===== config.mk =====
export PLATFORM = sky130hd
export DESIGN_NAME = gpc_pin_one
export DESIGN_NICKNAME = d
export VERILOG_FILES = /design/src/core/gpc_pkg.sv /design/src/core/gpc_pin_one.sv /design/src/core/gpc_sync.sv /design/src/core/gpc_drive.sv
export SDC_FILE = /design/constraint.sdc
export NUM_CORES = 1
export LEC_CHECK = 0
export BUFFER_PORTS_ARGS = -buffer_cell sky130_fd_sc_hd__buf_4
export CORE_UTILIZATION = 40
export DETAILED_ROUTE_END_ITERATION = 12
export PLACE_DENSITY_LB_ADDON = 0.05
export SLEW_MARGIN = 0
export SYNTH_ARGS = -nofsm -noshare
export SYNTH_HDL_FRONTEND = slang
export SYNTH_SLANG_ARGS = --single-unit

===== constraint.sdc =====
create_clock -name clk -period 4.1 [get_ports clk]
set_input_delay 0.82 -clock clk [delete_from_list [all_inputs] [get_ports clk]]
set_output_delay 0.82 -clock clk [all_outputs]
set_load 0.03 [all_outputs]

===== src/core/gpc_pkg.sv =====
// Package: register map, field layout and modes of the pin-one control block
package gpc_pkg;

    // ==========================================================
    // Register offsets
    localparam logic [7:0] ADDR_RST_THRESH = 8'h20;   // Reset threshold selection
    localparam logic [7:0] ADDR_RST_MASK   = 8'h21;   // Reset dependency mask
    localparam logic [7:0] ADDR_PIN_CTRL   = 8'h22;   // pin_one_function_control
    localparam logic [7:0] ADDR_FAULT_SEL  = 8'h23;   // pin_fault_condition_select

    // ==========================================================
    // Field positions
    localparam int MODE_LSB       = 0;                // Mode field [2:0]
    localparam int SEL_LSB        = 3;                // threshold_input_select [5:3]
    localparam int OUT_LEVEL_BIT  = 6;                // Output-level bit
    localparam int IN_STATE_BIT   = 7;                // Input-state bit, read only
    localparam int MASK_IN8_BIT   = 7;                // Mask bit for input eight

    // ==========================================================
    // Reset values
    localparam logic [7:0] RST_PIN_CTRL   = 8'h00;    // Pin starts as plain input
    localparam logic [7:0] RST_MASK       = 8'h00;    // No input gates reset
    localparam logic [2:0] RST_THRESH     = 3'h0;     // Default threshold choice
    localparam logic [6:0] RST_FAULT_SEL  = 7'h00;    // No fault condition chosen

    // ==========================================================
    // Pin modes
    typedef enum logic [2:0] {
        GPC_MODE_INPUT  = 3'b000,
        GPC_MODE_MRESET = 3'b001,
        GPC_MODE_SWOUT  = 3'b010,
        GPC_MODE_FAULT  = 3'b011,
        GPC_MODE_THRESH = 3'b100,
        GPC_MODE_BOTH   = 3'b101,
        GPC_MODE_RSVD   = 3'b110,
        GPC_MODE_UNDEF  = 3'b111
    } gpc_mode_t;

endpackage : gpc_pkg


===== src/core/gpc_pin_one.sv =====
// Top of the pin-one function block: registers, reset decision and pin
module gpc_pin_one (
    // ==========================================================
    // Clock and reset
    input  wire logic       clk,
    input  wire logic       rst,

    // ==========================================================
    // Register access port from the management bus engine
    input  wire logic [7:0] reg_addr,
    input  wire logic       reg_wr,
    input  wire logic [7:0] reg_wdata,
    input  wire logic       reg_rd,
    output logic [7:0]      reg_rdata,
    output logic            reg_rvalid,

    // ==========================================================
    // Comparator results from the monitor
    input  wire logic [7:0] prim_exceed,
    input  wire logic [7:0] reset_thresh_fault,
    input  wire logic [6:0] fault_cond,
    output logic [2:0]      reset_threshold_select,

    // ==========================================================
    // General pin one, split into its three signals
    input  wire logic       general_pin_one_in,
    output logic            general_pin_one_out,
    output logic            general_pin_one_oe,

    // ==========================================================
    // Reset output, active low
    output logic            reset_out_n
);

    // ==========================================================
    // Register storage
    logic [7:0] rst_mask;         // Reset dependency mask, one bit per input
    logic [2:0] next_thresh_sel;  // Next reset threshold choice
    logic [2:0] pin_mode_q;       // Mode field
    logic [2:0] thresh_in_sel;    // threshold_input_select
    logic       out_level;        // Output-level bit
    logic [6:0] fault_sel;        // pin_fault_condition_select

    // ==========================================================
    // Pin level after synchronising
    logic pin_level;              // Filtered level of the pad

    gpc_sync u_sync (
        .clk      (clk),
        .rst      (rst),
        .async_in (general_pin_one_in),
        .level    (pin_level)
    );

    // ==========================================================
    // Address decode, kept as named wires
    wire hit_thresh = (reg_addr == gpc_pkg::ADDR_RST_THRESH);
    wire hit_mask   = (reg_addr == gpc_pkg::ADDR_RST_MASK);
    wire hit_ctrl   = (reg_addr == gpc_pkg::ADDR_PIN_CTRL);
    wire hit_fault  = (reg_addr == gpc_pkg::ADDR_FAULT_SEL);

    wire wr_thresh  = reg_wr && hit_thresh;
    wire wr_mask    = reg_wr && hit_mask;
    wire wr_ctrl    = reg_wr && hit_ctrl;
    wire wr_fault   = reg_wr && hit_fault;

    // ==========================================================
    // Threshold selection register; the value leaves as a port
    // so the comparators can pick their limits from it
    assign next_thresh_sel = wr_thresh ? reg_wdata[2:0] : reset_threshold_select;

    always_ff @(posedge clk) begin
        if (rst) begin
            reset_threshold_select <= gpc_pkg::RST_THRESH;
        end else begin
            reset_threshold_select <= next_thresh_sel;
        end
    end

    // ==========================================================
    // Reset dependency mask
    always_ff @(posedge clk) begin
        if (rst) begin
            rst_mask <= gpc_pkg::RST_MASK;
        end else if (wr_mask) begin
            rst_mask <= reg_wdata;
        end
    end

    // ==========================================================
    // Pin control register; the input-state bit is not stored,
    // so a write there is dropped
    always_ff @(posedge clk) begin
        if (rst) begin
            pin_mode_q    <= gpc_pkg::RST_PIN_CTRL[gpc_pkg::MODE_LSB +: 3];
            thresh_in_sel <= gpc_pkg::RST_PIN_CTRL[gpc_pkg::SEL_LSB +: 3];
            out_level     <= gpc_pkg::RST_PIN_CTRL[gpc_pkg::OUT_LEVEL_BIT];
        end else if (wr_ctrl) begin
            pin_mode_q    <= reg_wdata[gpc_pkg::MODE_LSB +: 3];
            thresh_in_sel <= reg_wdata[gpc_pkg::SEL_LSB +: 3];
            out_level     <= reg_wdata[gpc_pkg::OUT_LEVEL_BIT];
        end
    end

    // ==========================================================
    // Fault condition select for the fault-output modes
    always_ff @(posedge clk) begin
        if (rst) begin
            fault_sel <= gpc_pkg::RST_FAULT_SEL;
        end else if (wr_fault) begin
            fault_sel <= reg_wdata[6:0];
        end
    end

    // ==========================================================
    // Mode as the enumerated type
    gpc_pkg::gpc_mode_t pin_mode;
    assign pin_mode = gpc_pkg::gpc_mode_t'(pin_mode_q);

    // ==========================================================
    // Drive decision for the pad
    logic drive_en;      // Pad enable wanted this cycle
    logic drive_level;   // Pad level wanted this cycle

    gpc_drive u_drive (
        .mode        (pin_mode),
        .input_sel   (thresh_in_sel),
        .out_level   (out_level),
        .prim_exceed (prim_exceed),
        .fault_cond  (fault_cond),
        .fault_sel   (fault_sel),
        .drive_en    (drive_en),
        .drive_level (drive_level)
    );

    // ==========================================================
    // Pad outputs are registered; one cycle of lag is the price
    // of glitch-free pins when the mode field changes
    always_ff @(posedge clk) begin
        if (rst) begin
            general_pin_one_oe  <= 1'b0;   // Undriven until configured
            general_pin_one_out <= 1'b1;
        end else begin
            general_pin_one_oe  <= drive_en;
            general_pin_one_out <= drive_level;
        end
    end

    // ==========================================================
    // Reset decision
    // Input eight joins through mask bit 7 like the others; the
    // comparators already applied the chosen thresholds
    wire [6:0] rst_dep = rst_mask[6:0] & reset_thresh_fault[6:0];  // Inputs one to seven
    wire       in8_dep = rst_mask[gpc_pkg::MASK_IN8_BIT] &&
                         reset_thresh_fault[7];

    // Manual reset asserts on a low pad, and only in its own mode
    wire manual_rst = (pin_mode == gpc_pkg::GPC_MODE_MRESET) && !pin_level;

    wire next_reset_n = !(|rst_dep || in8_dep || manual_rst);

    always_ff @(posedge clk) begin
        if (rst) begin
            reset_out_n <= 1'b0;   // Hold the system in reset with us
        end else begin
            reset_out_n <= next_reset_n;
        end
    end

    // ==========================================================
    // Read data mux; unmapped addresses read as zero
    wire [7:0] ctrl_view = {pin_level,
                            out_level,
                            thresh_in_sel,
                            pin_mode_q};

    wire [7:0] rd_mux = hit_thresh ? {5'h0_0, reset_threshold_select} :
                        hit_mask   ? rst_mask :
                        hit_ctrl   ? ctrl_view :
                        hit_fault  ? {1'b0, fault_sel} :
                                     8'h00;

    // ==========================================================
    // Read answer one cycle after the request
    always_ff @(posedge clk) begin
        if (rst) begin
            reg_rdata  <= 8'h00;
            reg_rvalid <= 1'b0;
        end else begin
            reg_rdata  <= reg_rd ? rd_mux : reg_rdata;
            reg_rvalid <= reg_rd;
        end
    end

endmodule : gpc_pin_one


===== src/core/gpc_sync.sv =====
// Three-stage synchroniser with agreement filter for the pin input
module gpc_sync (
    input  wire logic clk,
    input  wire logic rst,
    input  wire logic async_in,
    output logic      level
);

    // ==========================================================
    // Synchroniser chain
    logic s1;   // Metastable stage, read only by s2
    logic s2;   // Second stage
    logic s3;   // Third stage

    // Chain is not reset so a pin held at either level settles cleanly
    always_ff @(posedge clk) begin
        s1 <= async_in;
        s2 <= s1;
        s3 <= s2;
    end

    // ==========================================================
    // Accept a new level only when stages two and three agree
    always_ff @(posedge clk) begin
        if (rst) begin
            level <= 1'b1;      // Idle-high guess keeps manual reset quiet
        end else if (s2 == s3) begin
            level <= s3;
        end
    end

endmodule : gpc_sync


===== src/core/gpc_drive.sv =====
// Pin drive decision from mode, thresholds and fault conditions
module gpc_drive (
    input  wire gpc_pkg::gpc_mode_t mode,
    input  wire logic [2:0]         input_sel,
    input  wire logic               out_level,
    input  wire logic [7:0]         prim_exceed,
    input  wire logic [6:0]         fault_cond,
    input  wire logic [6:0]         fault_sel,
    output logic                    drive_en,
    output logic                    drive_level
);

    // ==========================================================
    // One-hot match of the selected input against its exceed flag
    logic [7:0] sel_hit;   // Per-input selected and exceeded
    genvar i;
    generate
        for (i = 0; i < 8; i++) begin : g_sel
            assign sel_hit[i] = (input_sel == 3'(i)) && prim_exceed[i];
        end
    endgenerate

    wire thresh_hit = |sel_hit;                  // Selected input out of limits
    wire fault_hit  = |(fault_cond & fault_sel); // Any chosen fault active

    // ==========================================================
    // Mode decode; fault and threshold outputs assert low, as the monitor outputs do
    always_comb begin
        drive_en    = 1'b0;
        drive_level = 1'b1;
        case (mode)
            gpc_pkg::GPC_MODE_INPUT: begin
                drive_en = 1'b0;
            end
            gpc_pkg::GPC_MODE_MRESET: begin
                drive_en = 1'b0;
            end
            gpc_pkg::GPC_MODE_SWOUT: begin
                drive_en    = 1'b1;
                drive_level = out_level;
            end
            gpc_pkg::GPC_MODE_FAULT: begin
                drive_en    = 1'b1;
                drive_level = !fault_hit;
            end
            gpc_pkg::GPC_MODE_THRESH: begin
                drive_en    = 1'b1;
                drive_level = !thresh_hit;
            end
            gpc_pkg::GPC_MODE_BOTH: begin
                drive_en    = 1'b1;
                drive_level = !(thresh_hit || fault_hit);
            end
            default: begin
                drive_en    = 1'b0;
                drive_level = 1'b1;
            end
        endcase
    end

endmodule : gpc_drive


Yosys cells after proc, flatten, opt, wreduce, memory -nomap -nowiden --
Cells that the tools add are included.
Operators by class: bitwise logic cells 2, reduce and logical (&&, ||, !) cells 27, muxes and demuxes 6, eq/ne operators 17
Operators with widths (count):
- 8-bit by 6-bit == test with 1-bit output (second input constant) | 4
- 8-bit two-way mux | 3
- 3-bit == test (second input constant) | 6
- 7-bit AND | 2
- 1-bit logical AND | 14
- 7-bit OR reduction | 2
- 3-bit by 2-bit == test with 1-bit output (second input constant) | 4
- 8-bit OR reduction | 1
- 7-bit two-way mux | 1
- 3-bit by 1-bit == test with 1-bit output (second input constant) | 2
- 1-bit logical NOT | 5
- 1-bit one-hot mux with 4 select lines | 1
- 4-bit OR reduction | 1
- 3-bit logical NOT | 1
- 1-bit logical OR | 3
- 1-bit == test | 1
- 1-bit two-way mux | 1
Word-level totals: register bits 41, output and inout bits 15, bits of input ports 44, word-level logic and storage cells 67

Logic depth before layout (Yosys ltp) --
word-level depth 6, gate-level depth with buffers 5, mapped depth without buffers 4

Cells and area by module --
A second synthesis with hierarchy kept.
Second synthesis, totals: cells, all modules 177, area, all modules 1923.1 um2
Modules (own cells, without submodules):
- gpc_pin_one | area each 1690.4 um2, times used 1, cells each 157, sequential area each 740.7 um2
- gpc_drive | area each 136.4 um2, times used 1, cells each 13, sequential area each 0.0 um2
- gpc_sync | area each 96.3 um2, times used 1, cells each 7, sequential area each 80.1 um2

Worst setup path after synthesis --
OpenSTA, ideal clock, no wires.
path type input -> register, start point input port reg_addr[4], end point register rst_mask[0], path buffers 0, stages 4, arrival 1824 ps, setup slack 2148 ps, data required time 3972 ps, setup time 128 ps, path through nor4b_4 nand4_2 mux2i_1 nor2_1
Between the ends: cells in the longest elaborated chain, start to end 2
Ends and longest elaborated chain:
- start: declaration | RTL line gpc_pin_one.sv:10 | input wire logic [7:0] reg_addr,
- 8-bit by 6-bit == test with 1-bit output | RTL line gpc_pin_one.sv:58 | wire hit_mask = (reg_addr == gpc_pkg::ADDR_RST_MASK);
- 1-bit logical AND | RTL line gpc_pin_one.sv:63 | wire wr_mask = reg_wr && hit_mask;
- end signal: assignment | RTL line gpc_pin_one.sv:84 | rst_mask <= gpc_pkg::RST_MASK;
- end signal: assignment | RTL line gpc_pin_one.sv:86 | rst_mask <= reg_wdata;
- end: declaration | RTL line gpc_pin_one.sv:37 | logic [7:0] rst_mask;
No other way between the ends. A chain may end at the register's enable or synchronous reset.

Final worst setup path --
start point input port reg_addr[4], end point register rst_mask[6]
The elaborated chain is that of the path after synthesis.

==> summary.md <==
| Metric | Value |
|---|---|
| Layout cells sized above 1 | `33.9%` |
| Req. time, crit path | `4280 ps` |
| Synth unique cells | `30` |
| Mapped Avg Cell Area | `10.5 sq um` |
| WL/cell | `15.7 um` |
| Routed vias/inst | `5.36` |
| Hold Vio Cnt, Final | `0` |
| Worst R2R Path Depth | `4` |
| CTS Sinks | `41` |
| Reg2reg setup slack | `2690 ps` |
| Fraction of registers with async set/reset | `0%` |
| Most frequent cells in the layout | `buf_4, dfxtp_1, mux2i_1` |
| Cts hold-fix bufs | `0` |
| CP peak stage delay | `480 ps` |
| Met2 Usage GRT | `35.5%` |
| Crit path buf inv count | `1` |
| Post-synthesis xor/xnor area fraction | `0%` |
| Post-CTS Resized | `0` |
| Placer Congestion | `0.801` |
| Slowest stage cell, crit path | `nor4b_4` |
| Initial antenna violation count | `0` |
| Synth Register Bits | `41` |
| GRT Total Usage | `20.4%` |
| Final min period | `2000 ps` |
| Final Hold Slack | `335 ps` |
| Ant diodes | `0` |
| Die height | `68.3 um` |
| Startpoint Class | `input pin` |
| Post-synthesis mux area share | `22.8%` |
| Post-Synthesis Cells | `167` |
| Hold path startpoint | `u_sync.s1` |
| Antenna viol nets, final | `0` |
| CP Cell Sequence | `buf_4 -> nor4b_4 -> nand4_2 -> mux2i_1 -> nor2_1` |
| Number of synthesized flops with an enable pin | `0` |
| Die width | `68.3 um` |
| Worst Setup End Kind | `flop` |
| Die Footprint | `4660 sq um` |
| Grt total ovfl | `0` |
| Critical Path Source | `reg_addr[4]` |
| Post-synth net total | `211` |
| Layout area overhead | `31.9%` |
| Final worst-path cycle share | `48.8%` |
| Area of the multi-input gates | `906 sq um` |
| Global-route wire length before repair | `6640 um` |
| Clk buf depth | `2` |
| Pwr/cell area | `316 nW/um^2` |
| Final Max Slew Viols | `0` |
| Post-synthesis adder-cell area fraction | `0%` |
| Initial Utilization | `42.7%` |
| Met1 usage | `23.2%` |
| Maximum VDD drop | `0.000157 V` |
| Hold Path End | `u_sync.s2` |
| Initial DRT Pass Iterations | `4` |
| Status | `complete, no violations` |
| Ys flop type | `dfxtp_1` |
| GRT busiest layer | `met2` |
| Final Skew | `4.77 ps` |
| Type of the most critical hold path | `reg2reg` |
| Final WS setup | `2100 ps` |
| Ys Warns | `0` |
| Crit path kind | `in2reg` |
| Fillers | `383` |
| P_leak | `1.14 nW` |
| Register Area | `821 sq um` |
| Core area | `4120 sq um` |
| PortBufs | `58` |
| Hold path depth | `0` |
| CTS tree | `done` |
| Max_cap viols | `0` |
| Worst-path clk slew | `80 ps` |
| Synth Area in Compound Gates | `11.0%` |
| Largest family of logic cells by synthesized area | `multiplexers` |
| Worst Tran Pin Value | `476 ps` |
| Post-route DRC | `0` |
| Vias in the first global route | `1,393` |
| Detailed placer's ending HPWL | `3330 um` |
| Via count | `1,484` |
| Setup violations, final | `0` |
| DP Worst Slack | `1760 ps` |
| H-tree levels | `2` |
| Clock root cell | `clkbuf_8` |
| Setup_tns | `0 ps` |
| Simple-gate portion of the synthesized area | `17.8%` |
| Worst r2r src | `thresh_in_sel[0]` |
| Most common cell after layout, fill and taps aside | `buf_4` |
| FP Rows | `23` |
| Cell area after synthesis | `1760 sq um` |
| Routed wire length | `4360 um` |
| CP top delay family | `simple AND/OR/NAND/NOR gates` |
| Post-layout nets | `270` |
| Setup Buffers After CTS | `0` |
| Max_slew headroom | `68.1%` |
| Met3 usage | `4.00%` |
| Pin count of the biggest net entering global routing | `35` |
| Maximum fanout along the worst path | `8` |
| DR iter-0 viols | `103` |
| Worst reg2reg path endpoint | `general_pin_one_out` |
| RSZ-0062 raised after global routing | `false` |
| Number of buffers created by CTS | `5` |
| Max Clk Rate | `500 MHz` |
| Clk_lat worst skew | `300 ps` |
| Post-synthesis sequential area ratio | `46.7%` |
| CP arrival | `2180 ps` |
| # IOs | `59` |
-- state kept, by name, indices dropped and copies added (netlist names) --
register and flops:
reg_rdata 8, u_sync.s3 1, reset_threshold_select 3, reset_out_n 1, pin_mode 3, general_pin_one_oe 1
reg_rvalid 1, general_pin_one_out 1, thresh_in_sel 3, out_level 1, u_sync.s1 1, fault_sel 7
u_sync.s2 1, rst_mask 8, u_sync.level 1
-- routing by layer --
metal	share of wire (%)	wire (um)
met5	0	0
met4	2.1	90
met3	3.6	159
met2	51	2220
met1	43	1890
-- per-stage QoR --
stage / cells / cell area (sq um) / util [%] / power (W)
2_1_floorplan: 167 / 1760 / - / 0.000435
3_3_place_gp: 269 / 2230 / 54.2 / 0.000476
3_5_place_dp: 269 / 2230 / 54.2 / 0.000478
4_1_cts: 277 / 2320 / 56.3 / 0.000737
5_1_grt: 277 / 2320 / 56.3 / 0.000756
6_report: 277 / 2320 / 56.3 / 0.000732
-- worst max-delay path by stage --
stage,slack [ps],depth (start not counted),end
after floorplan,2150,4,rst_mask[0]
after CTS,2080,5,rst_mask[6]
after global placement,1840,5,rst_mask[3]
final,2100,5,rst_mask[6]
after global routing,1930,5,rst_mask[6]
after detailed placement,1760,5,rst_mask[6]
-- cell families (layout without fill, tap and decap cells) --
| group | Yosys count | count (layout) |
|---|---|---|
| AOI/OAI and AO/OA | 27 | 27 |
| and+or+nand+nor | 56 | 56 |
| buffers and inverters | 8 | 68 |
| muxes | 35 | 35 |
| DFF | 41 | 41 |
-- synthesized netlist by cell type, drive strengths merged, types with 4 or more instances --
cell type  instances  area, sq um
a21oi              6         30.0
a22oi              5         37.5
clkbuf             5         18.8
dfxtp             41          821
mux2i             31          310
mux4               4         90.1
nand2b             6         37.5
nand3              5         25.0
nand4              5         50.1
nor2              31          119
o21ai              4         20.0
-- where the power goes --
| group | internal [W] | switching, W | leakage [nW] |
|---|---|---|---|
| Clock | 0.000117 | 0.000147 | 0.0439 |
| Combinational | 0.0000365 | 0.0000281 | 0.763 |
| Sequential | 0.000401 | 0.00000213 | 0.332 |
-- area by class of cell --
class | count | area share, %
sequential | 41 | 35.4
multi-input combinational | 118 | 39.1
clock buffer | 5 | 2.97
inverter | 2 | 0.324
timing repair buffer | 58 | 18.8
tap | 50 | 2.70
clock inverter | 3 | 0.756
Power figures use the tool's default switching activity.
